## config.mk

```make
export PLATFORM = sky130hd
export DESIGN_NAME = flash_prot_host
export DESIGN_NICKNAME = d
export VERILOG_FILES = /design/src/rtl/flash_prot_pkg.sv /design/src/rtl/flash_cycle_timer.sv /design/src/rtl/flash_prot_host.sv
export SDC_FILE = /design/constraint.sdc
export NUM_CORES = 1
export LEC_CHECK = 0
export BUFFER_PORTS_ARGS = -buffer_cell sky130_fd_sc_hd__buf_2
export CORE_MARGIN = 5
export CORE_UTILIZATION = 55
export DETAILED_ROUTE_END_ITERATION = 10
export PLACE_DENSITY = 0.88
export SYNTH_ARGS = -nofsm -noshare
export SYNTH_HDL_FRONTEND = slang
export SYNTH_SLANG_ARGS = --single-unit
```

## constraint.sdc

```tcl
create_clock -name ref_clk_i -period 5.15 [get_ports ref_clk_i]
set_input_delay 1.2875 -clock ref_clk_i [delete_from_list [all_inputs] [get_ports ref_clk_i]]
set_output_delay 1.2875 -clock ref_clk_i [all_outputs]
set_load 0.02 [all_outputs]
```

## src/rtl/flash_prot_pkg.sv

```systemverilog
`default_nettype none
package flash_prot_pkg;
  localparam logic [7:0] CMD_READ_ARRAY = 8'hFF;
  localparam logic [7:0] CMD_READ_STATUS = 8'h70;
  localparam logic [7:0] CMD_CLEAR_STATUS = 8'h50;
  localparam logic [7:0] CMD_PROGRAM = 8'h40;
  localparam logic [7:0] CMD_ERASE = 8'h20;
  localparam logic [7:0] CMD_CONFIRM = 8'hD0;
  localparam int SR_READY_BIT = 7;
  localparam int SR_ERASE_ERR_BIT = 5;
  localparam int SR_PROG_ERR_BIT = 4;
  localparam int SR_SUPPLY_FAULT_BIT = 3;
  localparam int SR_LOCK_FAULT_BIT = 1;
  // Controller registers, byte offsets
  localparam logic [7:0] REG_CTRL = 8'h00;
  localparam logic [7:0] REG_CMD = 8'h04;
  localparam logic [7:0] REG_ADDR = 8'h08;
  localparam logic [7:0] REG_WDATA = 8'h0C;
  localparam logic [7:0] REG_STATUS = 8'h10;
  localparam logic [7:0] REG_RDATA = 8'h14;
  localparam int CTRL_WP_BIT = 0;
  localparam int CTRL_RESET_BIT = 1;
  localparam int CTRL_VPP_BIT = 2;
  localparam logic [2:0] CTRL_RESET_VAL = 3'h0;
  localparam int CMD_OP_LSB = 8;
  localparam logic [1:0] OP_WRITE1 = 2'h0;
  localparam logic [1:0] OP_WRITE2 = 2'h1;
  localparam logic [1:0] OP_READ = 2'h2;
  localparam logic [1:0] OP_STATUS_POLL = 2'h3;
  localparam int CLK_PERIOD_NS = 25;
  localparam int RECOVERY_NS = 150;
  localparam int RECOVERY_CYC = (RECOVERY_NS + CLK_PERIOD_NS - 1) / CLK_PERIOD_NS;
  localparam int BUS_CYC = 4;
  typedef enum logic [2:0] {
    ST_IDLE  = 3'b000,
    ST_SETUP = 3'b001,
    ST_STROBE = 3'b010,
    ST_HOLD  = 3'b011,
    ST_DONE  = 3'b100
  } bus_state_t;
endpackage
`default_nettype wire

```

## src/rtl/flash_cycle_timer.sv

```systemverilog
`default_nettype none
module flash_cycle_timer #(
  parameter int WIDTH = 8
) (
  input  wire logic             ref_clk_i,
  input  wire logic             arst_n_i,
  input  wire logic             load_i,
  input  wire logic [WIDTH-1:0] count_i,
  output logic                  zero_o
);
  logic [WIDTH-1:0] remain;
  always_ff @(posedge ref_clk_i or negedge arst_n_i) begin
    if (!arst_n_i) begin
      remain <= '0;
    end else if (load_i) begin
      remain <= count_i;
    end else if (remain != '0) begin
      remain <= remain - 1'b1;
    end
  end
  assign zero_o = (remain == '0);
endmodule
`default_nettype wire

```

## src/rtl/flash_prot_host.sv

```systemverilog
// The APB register port and the placing of the registers are this design's own decisions.
`default_nettype none
module flash_prot_host #(
  parameter int AW = 22,
  parameter int DW = 16
) (
  input  wire logic          ref_clk_i,
  input  wire logic          arst_n_i,
  input  wire logic          psel_i,
  input  wire logic          penable_i,
  input  wire logic          pwrite_i,
  input  wire logic [7:0]    paddr_i,
  input  wire logic [31:0]   pwdata_i,
  output logic [31:0]        prdata_o,
  output logic               pready_o,
  output logic               pslverr_o,
  output logic [AW-1:0]      flash_addr_o,
  input  wire logic [DW-1:0] flash_dq_i,
  output logic [DW-1:0]      flash_dq_o,
  output logic               flash_dq_oe_o,
  output logic               chip_select_n_o,
  output logic               output_enable_n_o,
  output logic               write_strobe_n_o,
  output logic               write_protect_n_o,
  output logic               reset_powerdown_n_o,
  output logic               program_supply_en_o
);
  import flash_prot_pkg::*;

  bus_state_t       state;
  bus_state_t       next_state;
  logic [2:0]       ctrl;
  logic [AW-1:0]    addr;
  logic [DW-1:0]    wdata;
  logic [DW-1:0]    rdata;
  logic [7:0]       last_sr;
  logic [1:0]       op;
  logic             busy;
  logic             pending_confirm;
  logic             need_read_array;
  logic             recovery_done;
  logic             timer_zero;
  logic             timer_load;
  logic [7:0]       timer_count;
  logic             rst_prev;

  wire access   = psel_i && penable_i;
  wire wr_ctrl  = access && pwrite_i && (paddr_i == REG_CTRL);
  wire wr_cmd   = access && pwrite_i && (paddr_i == REG_CMD);
  wire wr_addr  = access && pwrite_i && (paddr_i == REG_ADDR);
  wire wr_wdata = access && pwrite_i && (paddr_i == REG_WDATA);
  wire mapped   = (paddr_i == REG_CTRL) || (paddr_i == REG_CMD) || (paddr_i == REG_ADDR) ||
                  (paddr_i == REG_WDATA) || (paddr_i == REG_STATUS) || (paddr_i == REG_RDATA);
  wire in_reset = !ctrl[CTRL_RESET_BIT];
  // Bus cycles refused while reset held or still recovering
  wire start_ok = wr_cmd && !busy && !in_reset && recovery_done;
  wire [1:0] cmd_op = pwdata_i[CMD_OP_LSB +: 2];
  wire is_write = (op == OP_WRITE1) || (op == OP_WRITE2);

  assign pready_o  = 1'b1;
  assign pslverr_o = access && (!mapped || (wr_cmd && !start_ok));

  always_comb begin
    prdata_o = 32'h0;
    case (paddr_i)
      REG_CTRL:   prdata_o = {29'h0, ctrl};
      REG_ADDR:   prdata_o = {{(32-AW){1'b0}}, addr};
      REG_WDATA:  prdata_o = {{(32-DW){1'b0}}, wdata};
      REG_STATUS: prdata_o = {20'h0, need_read_array, pending_confirm, recovery_done, busy, last_sr};
      REG_RDATA:  prdata_o = {{(32-DW){1'b0}}, rdata};
      default:    prdata_o = 32'h0;
    endcase
  end

  always_ff @(posedge ref_clk_i or negedge arst_n_i) begin
    if (!arst_n_i) begin
      ctrl  <= CTRL_RESET_VAL;
      addr  <= '0;
      wdata <= '0;
    end else begin
      if (wr_ctrl) ctrl <= pwdata_i[2:0];
      if (wr_addr) addr <= pwdata_i[AW-1:0];
      if (wr_wdata) wdata <= pwdata_i[DW-1:0];
    end
  end

  // Recovery timer reloads on every rising reset edge
  always_ff @(posedge ref_clk_i or negedge arst_n_i) begin
    if (!arst_n_i) rst_prev <= 1'b0;
    else rst_prev <= ctrl[CTRL_RESET_BIT];
  end
  wire rst_rise = ctrl[CTRL_RESET_BIT] && !rst_prev;

  always_comb begin
    timer_load  = 1'b0;
    timer_count = 8'h00;
    if (rst_rise) begin
      timer_load  = 1'b1;
      timer_count = 8'(RECOVERY_CYC);
    end else if (state == ST_IDLE && start_ok) begin
      timer_load  = 1'b1;
      timer_count = 8'(BUS_CYC);
    end
  end

  flash_cycle_timer #(.WIDTH(8)) u_timer (
    .ref_clk_i (ref_clk_i),
    .arst_n_i  (arst_n_i),
    .load_i    (timer_load),
    .count_i   (timer_count),
    .zero_o    (timer_zero)
  );

  always_ff @(posedge ref_clk_i or negedge arst_n_i) begin
    if (!arst_n_i) recovery_done <= 1'b0;
    else if (in_reset || rst_rise) recovery_done <= 1'b0;
    else if (timer_zero && state == ST_IDLE) recovery_done <= 1'b1;
  end

  always_comb begin
    next_state = state;
    case (state)
      ST_IDLE:   if (start_ok) next_state = ST_SETUP;
      ST_SETUP:  next_state = ST_STROBE;
      ST_STROBE: if (timer_zero) next_state = ST_HOLD;
      ST_HOLD:   next_state = ST_DONE;
      ST_DONE:   next_state = ST_IDLE;
      default:   next_state = ST_IDLE;
    endcase
    // Pulling reset aborts the cycle at once
    if (in_reset) next_state = ST_IDLE;
  end

  always_ff @(posedge ref_clk_i or negedge arst_n_i) begin
    if (!arst_n_i) begin
      state <= ST_IDLE;
      op    <= OP_READ;
      busy  <= 1'b0;
    end else begin
      state <= next_state;
      if (state == ST_IDLE && start_ok) begin
        op   <= cmd_op;
        busy <= 1'b1;
      end else if (next_state == ST_IDLE) begin
        busy <= 1'b0;
      end
    end
  end

  // Track command sequence so software sees whether a confirm or read-array is owed
  wire cmd_done = (state == ST_DONE);
  always_ff @(posedge ref_clk_i or negedge arst_n_i) begin
    if (!arst_n_i) begin
      pending_confirm <= 1'b0;
      need_read_array <= 1'b0;
    end else if (in_reset) begin
      pending_confirm <= 1'b0;
      need_read_array <= 1'b0;
    end else if (cmd_done && is_write) begin
      pending_confirm <= (op == OP_WRITE1) &&
                         ((wdata[7:0] == CMD_PROGRAM) || (wdata[7:0] == CMD_ERASE));
      if (op == OP_WRITE2 || wdata[7:0] == CMD_READ_STATUS) need_read_array <= 1'b1;
      if (op == OP_WRITE1 && wdata[7:0] == CMD_READ_ARRAY) need_read_array <= 1'b0;
    end
  end

  always_ff @(posedge ref_clk_i or negedge arst_n_i) begin
    if (!arst_n_i) begin
      rdata   <= '0;
      last_sr <= 8'h00;
    end else if (in_reset) begin
      last_sr <= 8'h00;
    end else if (state == ST_HOLD && !is_write) begin
      rdata <= flash_dq_i;
      if (op == OP_STATUS_POLL) last_sr <= flash_dq_i[7:0];
    end
  end

  // Op of a cycle being started or running; strobes are launched from next_state
  wire [1:0] next_op       = (state == ST_IDLE && start_ok) ? cmd_op : op;
  wire       next_is_write = (next_op == OP_WRITE1) || (next_op == OP_WRITE2);

  // Strobes only low inside a cycle; idle chip select high means standby
  wire cycle_on = (state == ST_SETUP) || (state == ST_STROBE) || (state == ST_HOLD);
  always_ff @(posedge ref_clk_i or negedge arst_n_i) begin
    if (!arst_n_i) begin
      chip_select_n_o     <= 1'b1;
      output_enable_n_o   <= 1'b1;
      write_strobe_n_o    <= 1'b1;
      flash_dq_o          <= '0;
      flash_dq_oe_o       <= 1'b0;
      flash_addr_o        <= '0;
      write_protect_n_o   <= 1'b0;
      reset_powerdown_n_o <= 1'b0;
      program_supply_en_o <= 1'b0;
    end else begin
      write_protect_n_o   <= ctrl[CTRL_WP_BIT];
      reset_powerdown_n_o <= ctrl[CTRL_RESET_BIT];
      program_supply_en_o <= ctrl[CTRL_VPP_BIT];
      chip_select_n_o     <= !(next_state == ST_SETUP || next_state == ST_STROBE ||
                               next_state == ST_HOLD);
      output_enable_n_o   <= !((next_state == ST_STROBE || next_state == ST_HOLD) && !next_is_write);
      write_strobe_n_o    <= !(next_state == ST_STROBE && next_is_write);
      flash_dq_oe_o       <= (next_state != ST_IDLE && next_state != ST_DONE) && next_is_write;
      flash_dq_o          <= wdata;
      flash_addr_o        <= addr;
    end
  end
  a_strobe_pair: assert property (@(posedge ref_clk_i) disable iff (!arst_n_i)
    !write_strobe_n_o |-> !chip_select_n_o && output_enable_n_o)
    else $error("write strobe without chip select");
  a_reset_idle: assert property (@(posedge ref_clk_i) disable iff (!arst_n_i)
    !reset_powerdown_n_o |-> chip_select_n_o && write_strobe_n_o)
    else $error("bus active during reset");
  a_recovery_wait: assert property (@(posedge ref_clk_i) disable iff (!arst_n_i)
    $rose(reset_powerdown_n_o) |-> chip_select_n_o [*6])
    else $error("access before recovery time");
  a_status_clear: assert property (@(posedge ref_clk_i) disable iff (!arst_n_i)
    in_reset |=> last_sr == 8'h00)
    else $error("status kept through reset");
  a_abort_cycle: assert property (@(posedge ref_clk_i) disable iff (!arst_n_i)
    in_reset |=> state == ST_IDLE)
    else $error("cycle not aborted");
  a_standby_idle: assert property (@(posedge ref_clk_i) disable iff (!arst_n_i)
    state == ST_IDLE && $past(state) == ST_IDLE |-> chip_select_n_o && !flash_dq_oe_o)
    else $error("idle bus not in standby");
  a_wp_follow: assert property (@(posedge ref_clk_i) disable iff (!arst_n_i)
    ##1 write_protect_n_o == $past(ctrl[CTRL_WP_BIT]))
    else $error("write protect pin lag");
  a_confirm_seq: assert property (@(posedge ref_clk_i) disable iff (!arst_n_i)
    cmd_done && op == OP_WRITE1 && wdata[7:0] == CMD_ERASE && !in_reset |=> pending_confirm)
    else $error("confirm not tracked");
  a_select_window: assert property (@(posedge ref_clk_i) disable iff (!arst_n_i)
    chip_select_n_o == !cycle_on)
    else $error("chip select outside cycle window");
endmodule
`default_nettype wire

```

Yosys cells after proc, flatten, opt, wreduce, memory -nomap -nowiden
Cells that the tools add are included.
{"block": "op_classes", "add_sub_neg": 1, "multipliers": 0, "div": 0, "n_lt_le_gt_ge": 0, "n_eq_ne": 24, "n_shift": 0, "muxes": 25, "n_bitwise": 0, "reduce_logical": 60}
{"cell": "one-hot mux 22 bit (5 select lines)", "count": 1}
{"cell": "2-to-1 mux 8 bit", "count": 5}
{"cell": "logical AND 1 bit", "count": 22}
{"cell": "== test 8 x 4 -> 1 bit (second input constant)", "count": 2}
{"cell": "== test 8 x 5 -> 1 bit (second input constant)", "count": 2}
{"cell": "== test 8 x 7 -> 1 bit (second input constant)", "count": 2}
{"cell": "zero test 8 bit", "count": 2}
{"cell": "2-to-1 mux 3 bit", "count": 5}
{"cell": "logical OR 1 bit", "count": 14}
{"cell": "== test 3 x 2 -> 1 bit (second input constant)", "count": 4}
{"cell": "2-to-1 mux 1 bit", "count": 12}
{"cell": "one-hot mux 3 bit (4 select lines)", "count": 1}
{"cell": "zero test 1 bit", "count": 10}
{"cell": "== test 8 x 3 -> 1 bit (second input constant)", "count": 1}
{"cell": "== test 8 x 6 -> 1 bit (second input constant)", "count": 1}
{"cell": "== test 8 bit (second input constant)", "count": 1}
{"cell": "nonzero test 8 bit", "count": 1}
{"cell": "subtractor 8 x 1 -> 8 bit (second input constant)", "count": 1}
{"cell": "== test 3 x 1 -> 1 bit (second input constant)", "count": 2}
{"cell": "zero test 3 bit", "count": 2}
{"cell": "inequality test 2 x 1 -> 1 bit (second input constant)", "count": 3}
{"cell": "AND reduction 2 bit", "count": 3}
{"cell": "nonzero test 2 bit", "count": 3}
{"cell": "== test 2 x 1 -> 1 bit (second input constant)", "count": 2}
{"cell": "7 further kinds", "count": 8}
{"block": "word_totals", "ff_bits": 127, "latch_bits": 0, "ramBits": 0, "romBits": 0, "output_inout_bits": 79, "word_cells": 131, "memories": 0}

Depth between registers and ports, before layout
Gate-level depths: netlist (run 1).
{"block": "depth", "ltp_word": 13, "mapped_depth": 7, "depth_no_buf": 6}

Hierarchy
A second synthesis (run 1) with hierarchy kept.
{"block": "unflattened", "hier_cells": 410, "hier_area_um2": 5302.6}
{"module": "flash_prot_host", "instances": 1, "cells_each": 356, "area_per_inst_um2": 4825.9, "seq_area_each_um2": 2982.9}
{"module": "flash_cycle_timer", "instances": 1, "cells_each": 54, "area_per_inst_um2": 476.7, "seq_area_each_um2": 200.2}

Worst setup path before layout (run 1)
OpenSTA, ideal clock, no wires.
{"block": "synth_path", "kind": "input to output", "startpoint": "input port paddr_i[1]", "endpoint": "output port prdata_o[4]", "t_arrival_ns": 3.052, "required_ns": 3.863, "slack_ns": 0.811, "path_stages": 6, "cell_sequence": "or4_1 > clkbuf_2 > nor4_1 > clkbuf_1 > a22oi_1 > o21ai_0"}
{"block": "synth_via", "elab_chain_cells": 2}
{"element": "from (decl)", "line": "flash_prot_host.sv:12", "rtl": "input wire logic [7:0] paddr_i,"}
{"element": "== test 8 x 5 -> 1 bit (tied with other cells)", "line": "flash_prot_host.sv:65", "rtl": "case (paddr_i)"}
{"element": "one-hot mux 22 bit (5 select lines) *", "line": "flash_prot_host.sv:65"}
{"element": "to (decl)", "line": "flash_prot_host.sv:14", "rtl": "output logic [31:0] prdata_o,"}
Every way passes the cells marked *; elsewhere a longest branch is shown, timed or not.

Final worst setup path (run 1)
Ends and elaborated chain as after synthesis.

==> out/summary.md, run 1 <==
For the worst-case setup slack after placement, the log shows 0.766 ns. The tool flagged a number of max-cap violations equal to 0. Setup repair after global routing left no endpoint under its margin. Global routing used 27.9% of the available met1 tracks.

The clock drives 127 sinks. In this run the mean area of a mapped cell was 13.2 um2. STA puts the critical path data arrival time at 3.17 ns.

The floorplan step defined a die boundary enclosing 11,400 um2. The logs give 3,942 for the number of global-route vias before repair and 597 for the filler cell count. The flop and latch count out of synthesis was 127. The run gives 1830 um2 as the combined area of the multi-input logic cells.

The layer flagged by global routing as most heavily used is met2. The detail route stage leaves a number of antenna-violating nets equal to 0. Counting every instance in the synthesized netlist gives 393.

The final standard cell area without fillers was 6380 um2. For the number of antenna violations at the first check in global routing, the log shows 0. The tools report the area of the core as 9200 um2.

In this run the number of H-tree levels came out at 4. The logs give 17 for the number of buffers created by CTS and 0.692 ns for the worst path setup slack after routing. The worst setup path is of the in2out kind. The clock skew came out at 0.0111 ns.

At the end of routability-driven placement, the weighted congestion stood at 0.781. The number of different library cells used by synthesis comes to 48. Of the total synthesized cell area, the portion taken by AND, OR, NAND and NOR gates is 10.4%. Detailed placement finished with a half-perimeter wire length of 8610 um. The maximum number of pins on one net before global-route repair came out at 64. For this run, the register share of the synthesized area comes to 61.6%. Measured against the total synthesized area, the mux share comes to 15.6%. The worst setup path is captured at a primary output. The areal power density over the cells is 384 nW/um2. The run finished with clean final reports. The worst pin sits at a relative slew slack of 43.8%.

Path type of the worst min-delay path: reg2reg. Summing the areas of all compound-gate instances in the mapped netlist gives 7.58% of the synthesized area. The clock period could shrink to 4.46 ns. The pin slew with the least headroom to its limit is 0.836 ns, and the post-CTS resize count is 0.

For this block, the initial DRC count from the detailed router was 304. The most common cell after layout, fill and taps aside was dfrtp_1. The most used cell along the critical path was buf_2. After the flow finishes, the layout carries non-filler instances totaling 637.

In this run the post-CTS setup repair buffer count came out at 0. After layout, the worst path uses 86.6% of the clock period. The first global-routing pass estimated 20,100 um of wire. At the worst endpoint, the required time is 3.86 ns. Of all nets on the critical path, the largest fanout is 22. TritonCTS built the clock tree. The kind of cell adding the most delay to the critical path was simple AND/OR/NAND/NOR gates. The clock latency on the worst-skew pair was 0.52 ns. The average detailed-routed wire length per instance was 19.9 um; the via count of the routed design was 3,716.

In the global route stage, overall resource usage came out at 22.9%. For the worst ir drop on vdd, the log shows 0.237 mV. The count of input and output buffers works out to 118.

The post-placement cell count was 605. The synthesis-to-layout area growth is 23.4%, and the number of buffers on the longest clock path is 2. In this run the static leakage power is 3.36 nW. Setup total negative slack on the finished layout was measured at 0 ns.

Number of setup violations in the final report: 0. The final layout contains routed wiring with a total length of 12,700 um. The buffer and inverter count on the worst path works out to 3. The count of TritonRoute iterations in the first routing pass is 5, and the adder-cell area share of the yosys netlist is 0.484%. The sequential cells in the finished layout cover a total of 3180 um2.

After global routing the overflow that remains totals 0. By area, the combinational part of the netlist is dominated by multiplexers. The horizontal die dimension is 107 um, and the largest incremental delay on the critical path is 0.69 ns. The tools report the launching element type of the critical path as an input port. For the fmax, the log shows 224 MHz. Leaving out fill and tap cells, the most frequent cells in the layout are 123 x dfrtp_1, 117 x buf_2, 50 x mux2_2. The max-slew violation count was 0.

The final layout contains 576 nets. The met3 capacity usage during global routing is 5.66%. Once the floorplan was initialized, standard cells occupied 56.2% of the core. 140 I/O pins were placed. Clock-pin slew was measured on the worst setup and hold paths at 0.06 ns.

Counting flops with a built-in enable in the synthesized netlist gives 0. The total of warnings raised by yosys is 0. Of all flip-flops after synthesis, the portion carrying an async set or reset was 100%. The vias per cell is 5.83.

Among all stages on the critical path, the largest delay is contributed by or4_1. After detailed placement, the total cell area comes to 5800 um2. For this design, the CTS-stage hold fixing added 0 buffers. Traced cell by cell, the critical path runs through buf_2 -> or4_1 -> nor4_2 -> buf_4 -> a22oi_1 -> o21ai_0 -> buf_2.

Among all flip-flop cells after synthesis, the most frequent one is dfrtp_1. The tools report the cell at the root of the clock tree as clkbuf_8. After Yosys synthesis, XOR and XNOR cells account for 0.508% of the synthesized area. In this run the vertical extent of the chip is 107 um. Proportion of layout cells with a drive suffix above 1: 40.5%.

Global routing used 39.1% of the available met2 tracks. The mapped netlist covers 5170 um2. In the routed design, unresolved DRC markers number 0.

The run gives 0 as the final hold violation count. The repair_antennas step left the layout with diodes totalling 0. The initialized floorplan defines 35 standard-cell rows. At the end of the flow the core is filled with cells to 69.4%.
==> metrics by stage <==
stage               total power, mW  hold WS [ns]
finish                         2.45         0.386
global route                   2.53         0.405
CTS                            2.46         0.387
detailed placement             1.31         0.373
global placement               1.29         0.367
floorplan                      1.23         0.361
==> state kept, by name, summed over array words and instances, names as in the netlist, 3 cells and up, named ones only <==
name / count
state: 3
last_sr: 8
u_timer.remain: 8
flash_addr_o: 22
ctrl: 3
rdata: 16
flash_dq_o: 16
addr: 22
wdata: 16
==> worst paths after layout <==
kind / start / slack (ns) / depth (start not counted) / end
min reg2reg: addr[17]$_DFFE_PN0P_ / 0.39 / 0 / flash_addr_o[17]$_DFF_PN0_
max reg2reg: state[1]$_DFF_PN0_ / 2.83 / 4 / register
max: paddr_i[1] / 0.69 / 7 / prdata_o[4]
min in group asynchronous: arst_n_i / 0.84 / 1 / state[1]$_DFF_PN0_
min: addr[17]$_DFFE_PN0P_ / 0.39 / 0 / flash_addr_o[17]$_DFF_PN0_
max in group asynchronous: arst_n_i / 3.36 / 2 / async pin
==> per-layer routing <==
layer | part of all wire (%) | wire (um) | vias up
li1 | - | - | 1632
met1 | 38 | 4880 | 1863
met2 | 52 | 6530 | 191
met3 | 7.2 | 915 | 30
met4 | 2.7 | 348 | 0
met5 | 0 | 0 | -
==> layout make-up <==
class | instances | share of cell area, %
inverter | 5 | 0.294
clock inverter | 14 | 2.45
sequential | 127 | 49.9
tap | 111 | 2.18
clock buffer | 18 | 6.55
multi-input combinational | 239 | 28.7
timing repair buffer | 123 | 9.89
==> where the power goes <==
part           internal [mW]  switching (mW)
clock                  0.695           0.450
sequential              1.05          0.0422
combinational         0.0886           0.125
==> kinds of logic after synthesis <==
| group | after synthesis |
|---|---|
| DFF | 127 |
| and+or+nand+nor | 97 |
| muxes | 73 |
| AOI/OAI and AO/OA | 53 |
| buffers and inverters | 36 |
| xor gates and xnor gates | 3 |
| adders and majority gates | 2 |
| other | 2 |
==> Yosys cell counts, types with 2 or more instances <==
master    number  area share (%)
a211o_1        2            0.34
ha_1           2            0.48
o21ai_0        8            0.77
a22oi_1        8             1.2
inv_1          5            0.36
clkbuf_1      14             1.0
or3_1          3            0.36
and3_1         2            0.24
nor4_1         4            0.48
nor2b_1        5            0.61
buf_4         12             1.7
xnor2_1        3            0.51
dfstp_2        4             2.0
nand2b_1       7            0.85
conb_1         2            0.15
nor3_1         4            0.39
nand2_1       20             1.5
and2_1         7            0.85
nand4_1        2            0.24
nor4b_1        2            0.34
nand3_1       13             1.3
dfrtp_1      123              60
nor2_1        16             1.2
a22o_1         8             1.4
mux2_2        50              11
mux2i_1       13             2.5
o41ai_1        2            0.34
mux2_1        10             2.2
nand3b_1       3            0.44
a221o_1        8             1.5
buf_1          3            0.22
or4_1          3            0.44
a21oi_1       10            0.97
==> worst reg2reg max path: stages, from the launching register on <==
cell and delay (ns):
dfrtp_1 0.47, or4b_1 0.56, or4_1 0.64, nor2_2 0.20
mux2_2 0.35
Note: power is estimated with default switching activity, not from simulation.
==> inputs of run 2 (changes only) <==
- ABC_AREA: unset -> 1
- SKIP_LAST_GASP: unset -> 1
==> run 2 against run 1 <==
Against the previous run: via count up 23%; synthesized area up 1.1%; highest routed layer unchanged; combinational power up 2%; register-to-register slack improved by 0.25 ns.
==> out/summary.md, run 2 <==
The run gives 0.52 ns as the clock latency on the worst-skew pair. Setup repair after global routing left no endpoint under its margin. In this run, the clock network consumes 50.9% of the power.

STA classifies the critical path startpoint as an input port. In this run the clock root is driven by a clkbuf_8. In this run the worst path has a maximum fanout of 12. The count of input and output buffers came out at 118. Most frequently used cell type in the post-synthesis netlist: nand2_1. The portion of the post-synthesis area used by sequential elements was 60.9%; the number of max-cap violations was 0.

Worst path setup slack after routing: 0.909 ns. The clock passes through at most 2 buffers. The tools report the synthesized netlist cell count as 571.

Summed over all layers, the routed wires come to 14,300 um. Leaving out fill and tap cells, the most frequent cells in the layout are 193 x nand2_1, 123 x dfrtp_1, 117 x buf_2. Sorting the synthesized cells by area gives the leading types as dfrtp_1 59%, nand2_1 14%, nor2_1 3.1%. The number of global-route vias before repair is 4,721, and the share of total power consumed by net switching is 23.0%. The run gives 414 as the violation count after the first detailed-route iteration.

The run gives 3.44 nW as the total leakage power. The areal power density over the cells came out at 403 nW/um2. The share of total power dissipated in combinational logic is 8.3%. Global routing used 26.2% of the available tracks across all layers. The number of different library cells used by synthesis comes to 33.

The first detailed-routing pass took 7 iterations. Adding up every negative setup slack in the final design gives 0 ns. The worst ir drop on vdd is 0.210 mV, and the detailed placement HPWL is 9400 um. The run gives 4 as the level count of the clock H-tree. Buffers inserted during clock tree synthesis total 17. The clock net in this run drives a total of 127 sinks. The post-CTS resize count came out at 0.

TritonCTS built the clock tree. The final estimated routing congestion in global placement came out at 0.930. The first-pass GRT wire length is 23,200 um. The logs give 35 for the number of rows created at floorplan and 667 for the filler cell count.

Registers are responsible for 40.8% of the overall power. In this run the count of I/O pins placed on the die edge is 140. The vias per cell was 5.47. The synthesized netlist occupies a cell area of 5220 um2.

The run gives 4,581 as the via count of the routed design. The count of antenna-violating nets left after detailed routing came out at 0. The critical path in this run is classified as in2out.

The worst-case setup slack after placement was 1.00 ns; the area of the die was 11,500 um2. Clock-pin slew was measured on the worst setup and hold paths at 0.06 ns. The synthesized design contains 127 register bits.

The internal portion of the total power is 2.03 mW. Leaving out fill and tap cells, the most frequent cell in the layout is nand2_1. For the area of the core, the log shows 9240 um2.

The routed design could run at a clock period as short as 4.24 ns. The final layout contains 759 nets. The flow ran to the end, and the final reports show no timing, DRC or antenna violations. The die height came out at 107 um. The tools report the nature of the critical path endpoint as a primary output. The logs give 47.9% for the worst relative slew slack and 0 for the max-slew violation count.

Entering global routing, the biggest net connects 59 pins. The logs give 0 for the total congestion overflow and 3.86 ns for the required time reported for the critical path endpoint. The path type of the worst min-delay path was reg2reg. The area share of the largest cell type after synthesis works out to 58.9%. Prevailing post-synth register cell: dfrtp_1.

Post-synthesis cell type with the largest combined area: dfrtp_1. Dividing the final minimum period by the clock period gives 82.3%. The synthesized design contains 0 enable-type register cells.

The number of diodes added for antenna fixing is 0, and the synthesis-to-layout area growth is 25.0%. The horizontal die dimension works out to 107 um. The commonest cells after synthesis are 193 x nand2_1, 123 x dfrtp_1, 43 x nor2_1, 38 x inv_1, 27 x nand3_1. Buffers inserted to repair hold after CTS numbered 0. The run gives 0 as the post-CTS repair timing setup buffer count. The logs give 56.5% for the starting density of the core and 0.00630 ns for the clock skew. In the final layout, the share of cells above drive strength 1 is 25.8%. Counting flops with an async set or reset pin after synthesis yields a share of 100%. The remaining routing DRC violations was 0; the final hold violation count was 0. The largest registers in the layout are addr (22), flash_addr_o (22).

The run gives 2.95 ns as the arrival time of data at the critical path endpoint. The logs give 0 for the total of warnings raised by yosys and 236 MHz for the fmax. For the pin with the worst max-slew slack, the measured transition is 0.777 ns.

In the final routed layout, each cell accounts on average for 17.1 um. The tools report the number of antenna violations at the first check in global routing as 0. Summed over all nets, the switching power comes to 606 uW. Each instance of the synthesized netlist takes up on average 9.15 um2. Setup violations remaining at the end of the flow were counted as 0.
-- run 2: power groups by stage --
stage / Combinational [mW] / Sequential (mW) / Clock (mW)
floorplan: 0.136 / 1.09 / 0
global placement: 0.203 / 1.09 / 0
detailed placement: 0.212 / 1.09 / 0
CTS: 0.218 / 1.07 / 1.34
global route: 0.247 / 1.08 / 1.39
finish: 0.218 / 1.07 / 1.34
-- run 2: layer usage --
layer  vias up  track usage (%)  wire length, um
met5         -                0                0
li1       2049                -                -
met1      2193             32.5             5510
met2       291             41.5             7030
met4         0             13.0              462
met3        48             8.22             1320
-- run 2: worst paths after layout --
path                                      startpoint                          to  slack, ns  cells after the start
worst min-delay path            addr[20]$_DFFE_PN0P_  flash_addr_o[20]$_DFF_PN0_       0.37                      0
worst max register to register   ctrl[1]$_DFFE_PN0P_        rdata[6]$_DFFE_PN0P_       3.08                      5
max in group asynchronous                   arst_n_i  write_strobe_n_o$_DFF_PN1_       3.37                      2
worst min register to register  addr[20]$_DFFE_PN0P_  flash_addr_o[20]$_DFF_PN0_       0.37                      0
min in group asynchronous                   arst_n_i  flash_addr_o[17]$_DFF_PN0_       0.83                      1
worst max-delay path                      paddr_i[0]                 prdata_o[4]       0.91                      9
-- run 2: metrics by stage --
| step | power, mW | util (%) | cell area [um2] | hold slack, ns | cells |
|---|---|---|---|---|---|
| 5_1_grt | 2.72 | 70.7 | 6530 | 0.388 | 837 |
| 3_5_place_dp | 1.30 | 63.6 | 5870 | 0.361 | 806 |
| 6_report | 2.63 | 70.7 | 6530 | 0.373 | 837 |
| 4_1_cts | 2.63 | 70.7 | 6530 | 0.375 | 837 |
| 2_1_floorplan | 1.23 | - | 5260 | 0.354 | 580 |
| 3_3_place_gp | 1.29 | 63.6 | 5870 | 0.358 | 806 |
-- run 2: cell families after synthesis --
kind of cell / count (synthesis) / synth area share, %
other: 2 / 0.144
AO/OA/AOI/OAI: 66 / 6.95
flip-flops: 127 / 60.9
adder cells (fa/ha/maj): 2 / 0.479
XOR/XNOR: 4 / 0.671
AND/OR/NAND/NOR: 296 / 24.0
buffers and inverters: 74 / 6.83
-- run 2: area by class of cell --
class / instances / area [um2] / area share, %
flip-flops and latches: 127 / 3180 / 48.7
multi-input cells: 379 / 1720 / 26.3
repair buffers: 123 / 631 / 9.66
clock buffers: 20 / 445 / 6.82
clock inverters: 11 / 211 / 3.24
inverters: 48 / 180 / 2.76
well taps: 129 / 161 / 2.47
-- run 2: worst max-delay path: stages --
cell	delay [ns]
buf_2	0.11
inv_1	0.05
nand2_1	0.12
nor3_2	0.28
nand2_1	0.38
inv_2	0.33
nand2_1	0.08
nand4_1	0.12
buf_2	0.18
==> inputs of run 3 (changes only) <==
- CORE_UTILIZATION: 55 -> 47
- PLACE_DENSITY: 0.88 -> 0.8
- clock period: 5.15 -> 3.9 ns (I/O delays scaled with it)
==> run 3 against run 2 <==
Against the previous run: critical path depth is the same; clock power grew 16%; power grew 24%; count of clock-buffer cells in the layout shrank 1; combinational power grew 30%; highest routed layer unchanged; first-iteration DRC count shrank 19%; largest power group unchanged; non-clock buffer count grew 2.
==> out/summary.md, run 3 (synthesis results as in run 2) <==
The flow ran to the end, and the final reports show no timing, DRC or antenna violations. The core occupancy in the finished layout is 59.7%. The clock arrives with 0.00838 ns of skew. The count of TritonRoute iterations in the first routing pass is 5, and the area of the die is 13,300 um2. The tools report the area of the core as 10,900 um2. Summed over all layers, the routed wires come to 13,600 um.

The remaining routing DRC violations is 0. The violation count after the first detailed-route iteration was 335; the level count of the clock H-tree was 4. The critical-path maximum fanout works out to 12.

The final estimated routing congestion in global placement came out at 0.934. The number of global-route vias before repair came out at 4,502. Most common cell after layout, fill and taps aside: nand2_1.

Clock latency on the worst-skew pair, taken at its later pin, is 0.52 ns. For the finished layout, the period the worst path requires is 3.55 ns. The library cells used most frequently in the layout, excluding fill and tap cells, are 193 x nand2_1, 123 x dfrtp_1, 117 x buf_2. The count of antenna-violating nets left after detailed routing came out at 0. Hold repair after CTS inserted 0 buffers.

The worst setup path is captured at a primary output. After detailed placement, the total cell area comes to 5910 um2. The first global-routing pass estimated 22,000 um of wire. Summed over all failing endpoints, the final setup total negative slack is 0 ns. Setup repair after global routing left no endpoint under its margin. Once placement completed, the tool counted placed cells totaling 819. Setup violations remaining at the end of the flow were counted as 0. In this run the critical register-to-register path is launched from ctrl[1]$_DFFE_PN0P_.

The run gives 38 as the number of rows created at floorplan. In this run the post-CTS setup repair buffer count came out at 0. The worst hold path begins at addr[21]$_DFFE_PN0P_. The final hold violation count came out at 0. For met2 alone, demand over resource in global routing was 35.4%. No sink is reached through more buffers than the 2 on the longest clock path. For this run, global-route usage on met3 was measured as 4.75%. Number of max-cap violations: 0. Global routing consumed, on the met1 layer, 26.6% of the routing resources. The tools report the launching element type of the critical path as an input port. Input and output buffers added on the ports amount to 118. CTS placed an instance of clkbuf_8 at the clock tree root. The run gives 1 as the number of antenna violations at the first check in global routing. In the global route stage, overall resource usage came out at 21.4%. During I/O placement, the number of pins put on the boundary was 140. The number of buffers created by CTS came out at 17. Dividing total power by cell area gives a power density of 500 nW/um2. After clock tree synthesis, the clock-pin slew on the worst setup and hold paths is 0.06 ns. The worst hold path was traced through 0 stages.

The tools report the worst ir drop on vdd as 0.294 mV. The reg-to-reg endpoint is rdata[13]$_DFFE_PN0P_. For the worst setup path, the data required time is 2.92 ns. The length in cells of the worst reg-to-reg path is 5, and the slack of the worst reg-to-reg path is 1.71 ns. The clock net in this run drives a total of 127 sinks. Relative to the synthesized area, the layout overhead comes to 24.5%. The final cycle utilization of the critical path came out at 91.1%. The worst setup path is of the in2out kind. The largest registers in the layout are addr (22), flash_addr_o (22).

The count of cells in the finished layout, fillers not included, comes to 852. Derived from the worst setup path, the maximum achievable clock frequency is 282 MHz. The die is 115 um wide. The tools report the arrival time of data at the critical path endpoint as 2.58 ns. The final net count was 761; the vias per cell was 5.23. The die height works out to 115 um. The global routing stage identified its most utilized layer as met2. Post-CTS repair changed the size of 0 cells.

For this design the static power due to leakage is 3.41 nW. Entering global routing, the biggest net connects 74 pins. The proportion of layout cells with a drive suffix above 1 works out to 26.0%.

The tools report the final standard cell area without fillers as 6500 um2. The worst pin sits at a relative slew slack of 43.9%. TritonCTS built the clock tree.

Global routing finished with a remaining overflow of 0. At the pin with the least slew margin, the transition time is 0.841 ns. The detailed placement HPWL is 9370 um.

The starting density of the core was 48.0%. The tools report the terminating pin of the worst hold path as flash_addr_o[21]$_DFF_PN0_. The detailed router placed 4,454 vias in this run.

The average detailed-routed wire length per instance works out to 16.0 um. Path type of the worst min-delay path: reg2reg. The max-slew violation count came out at 0.
-- run 3: cell types whose count changed in the layout (fill, tap and decap cells not counted) --
cell,delta
buf_12,+1
buf_4,+1
bufinv_16,-3
clkbuf_1,+1
clkbuf_8,-2
clkinv_4,+1
clkinvlp_4,+2
diode_2,+1
inv_6,+2
-- run 3: cell type report --
| cell class | instances | area, um2 |
|---|---|---|
| fill | 903 | 4390 |
| tap | 140 | 175 |
| clock buffer | 19 | 422 |
| inverter | 48 | 180 |
| timing repair buffer | 125 | 658 |
| clock inverter | 13 | 163 |
| sequential | 127 | 3180 |
| antenna | 1 | 2.50 |
| multi-input combinational | 379 | 1720 |
-- run 3: where the power goes --
part | total, mW | switching, mW | internal [mW]
clock network | 1.55 | 0.576 | 0.974
registers | 1.42 | 0.0393 | 1.38
logic | 0.284 | 0.181 | 0.103
total | 3.25 | 0.797 | 2.46
-- run 3: worst max-delay path: stages --
cell,delay (ns)
buf_2,0.10
nor2_1,0.12
nand2_1,0.14
inv_2,0.19
nand2_1,0.30
inv_2,0.32
nand2_1,0.10
nand4_1,0.13
buf_2,0.18
-- run 3: how the worst max path moves through the flow --
stage,start,to,slack [ns],cells past startpoint
after detailed placement,paddr_i[7],prdata_o[4],0.37,9
after CTS,paddr_i[7],prdata_o[4],0.35,9
final,paddr_i[7],prdata_o[4],0.35,9
after global placement,paddr_i[7],prdata_o[3],0.41,9
after global routing,paddr_i[7],prdata_o[4],0.20,9
after floorplan,paddr_i[7],prdata_o[0],0.95,8
-- run 3: layer usage --
layer | vias to the layer above | part of all wire, % | wire [um]
met2 | 216 | 48 | 6600
met4 | 0 | 3.6 | 496
met5 | - | 0 | 0
met1 | 2137 | 40 | 5380
met3 | 43 | 8.3 | 1130
li1 | 2058 | - | -
-- run 3: through the flow --
stage	hold WS (ns)	power [mW]	setup WS (ns)
after floorplan	0.354	1.62	0.953
after global placement	0.357	1.70	0.413
after detailed placement	0.365	1.72	0.371
after CTS	0.379	3.27	0.349
after global routing	0.390	3.38	0.201
final	0.378	3.25	0.349
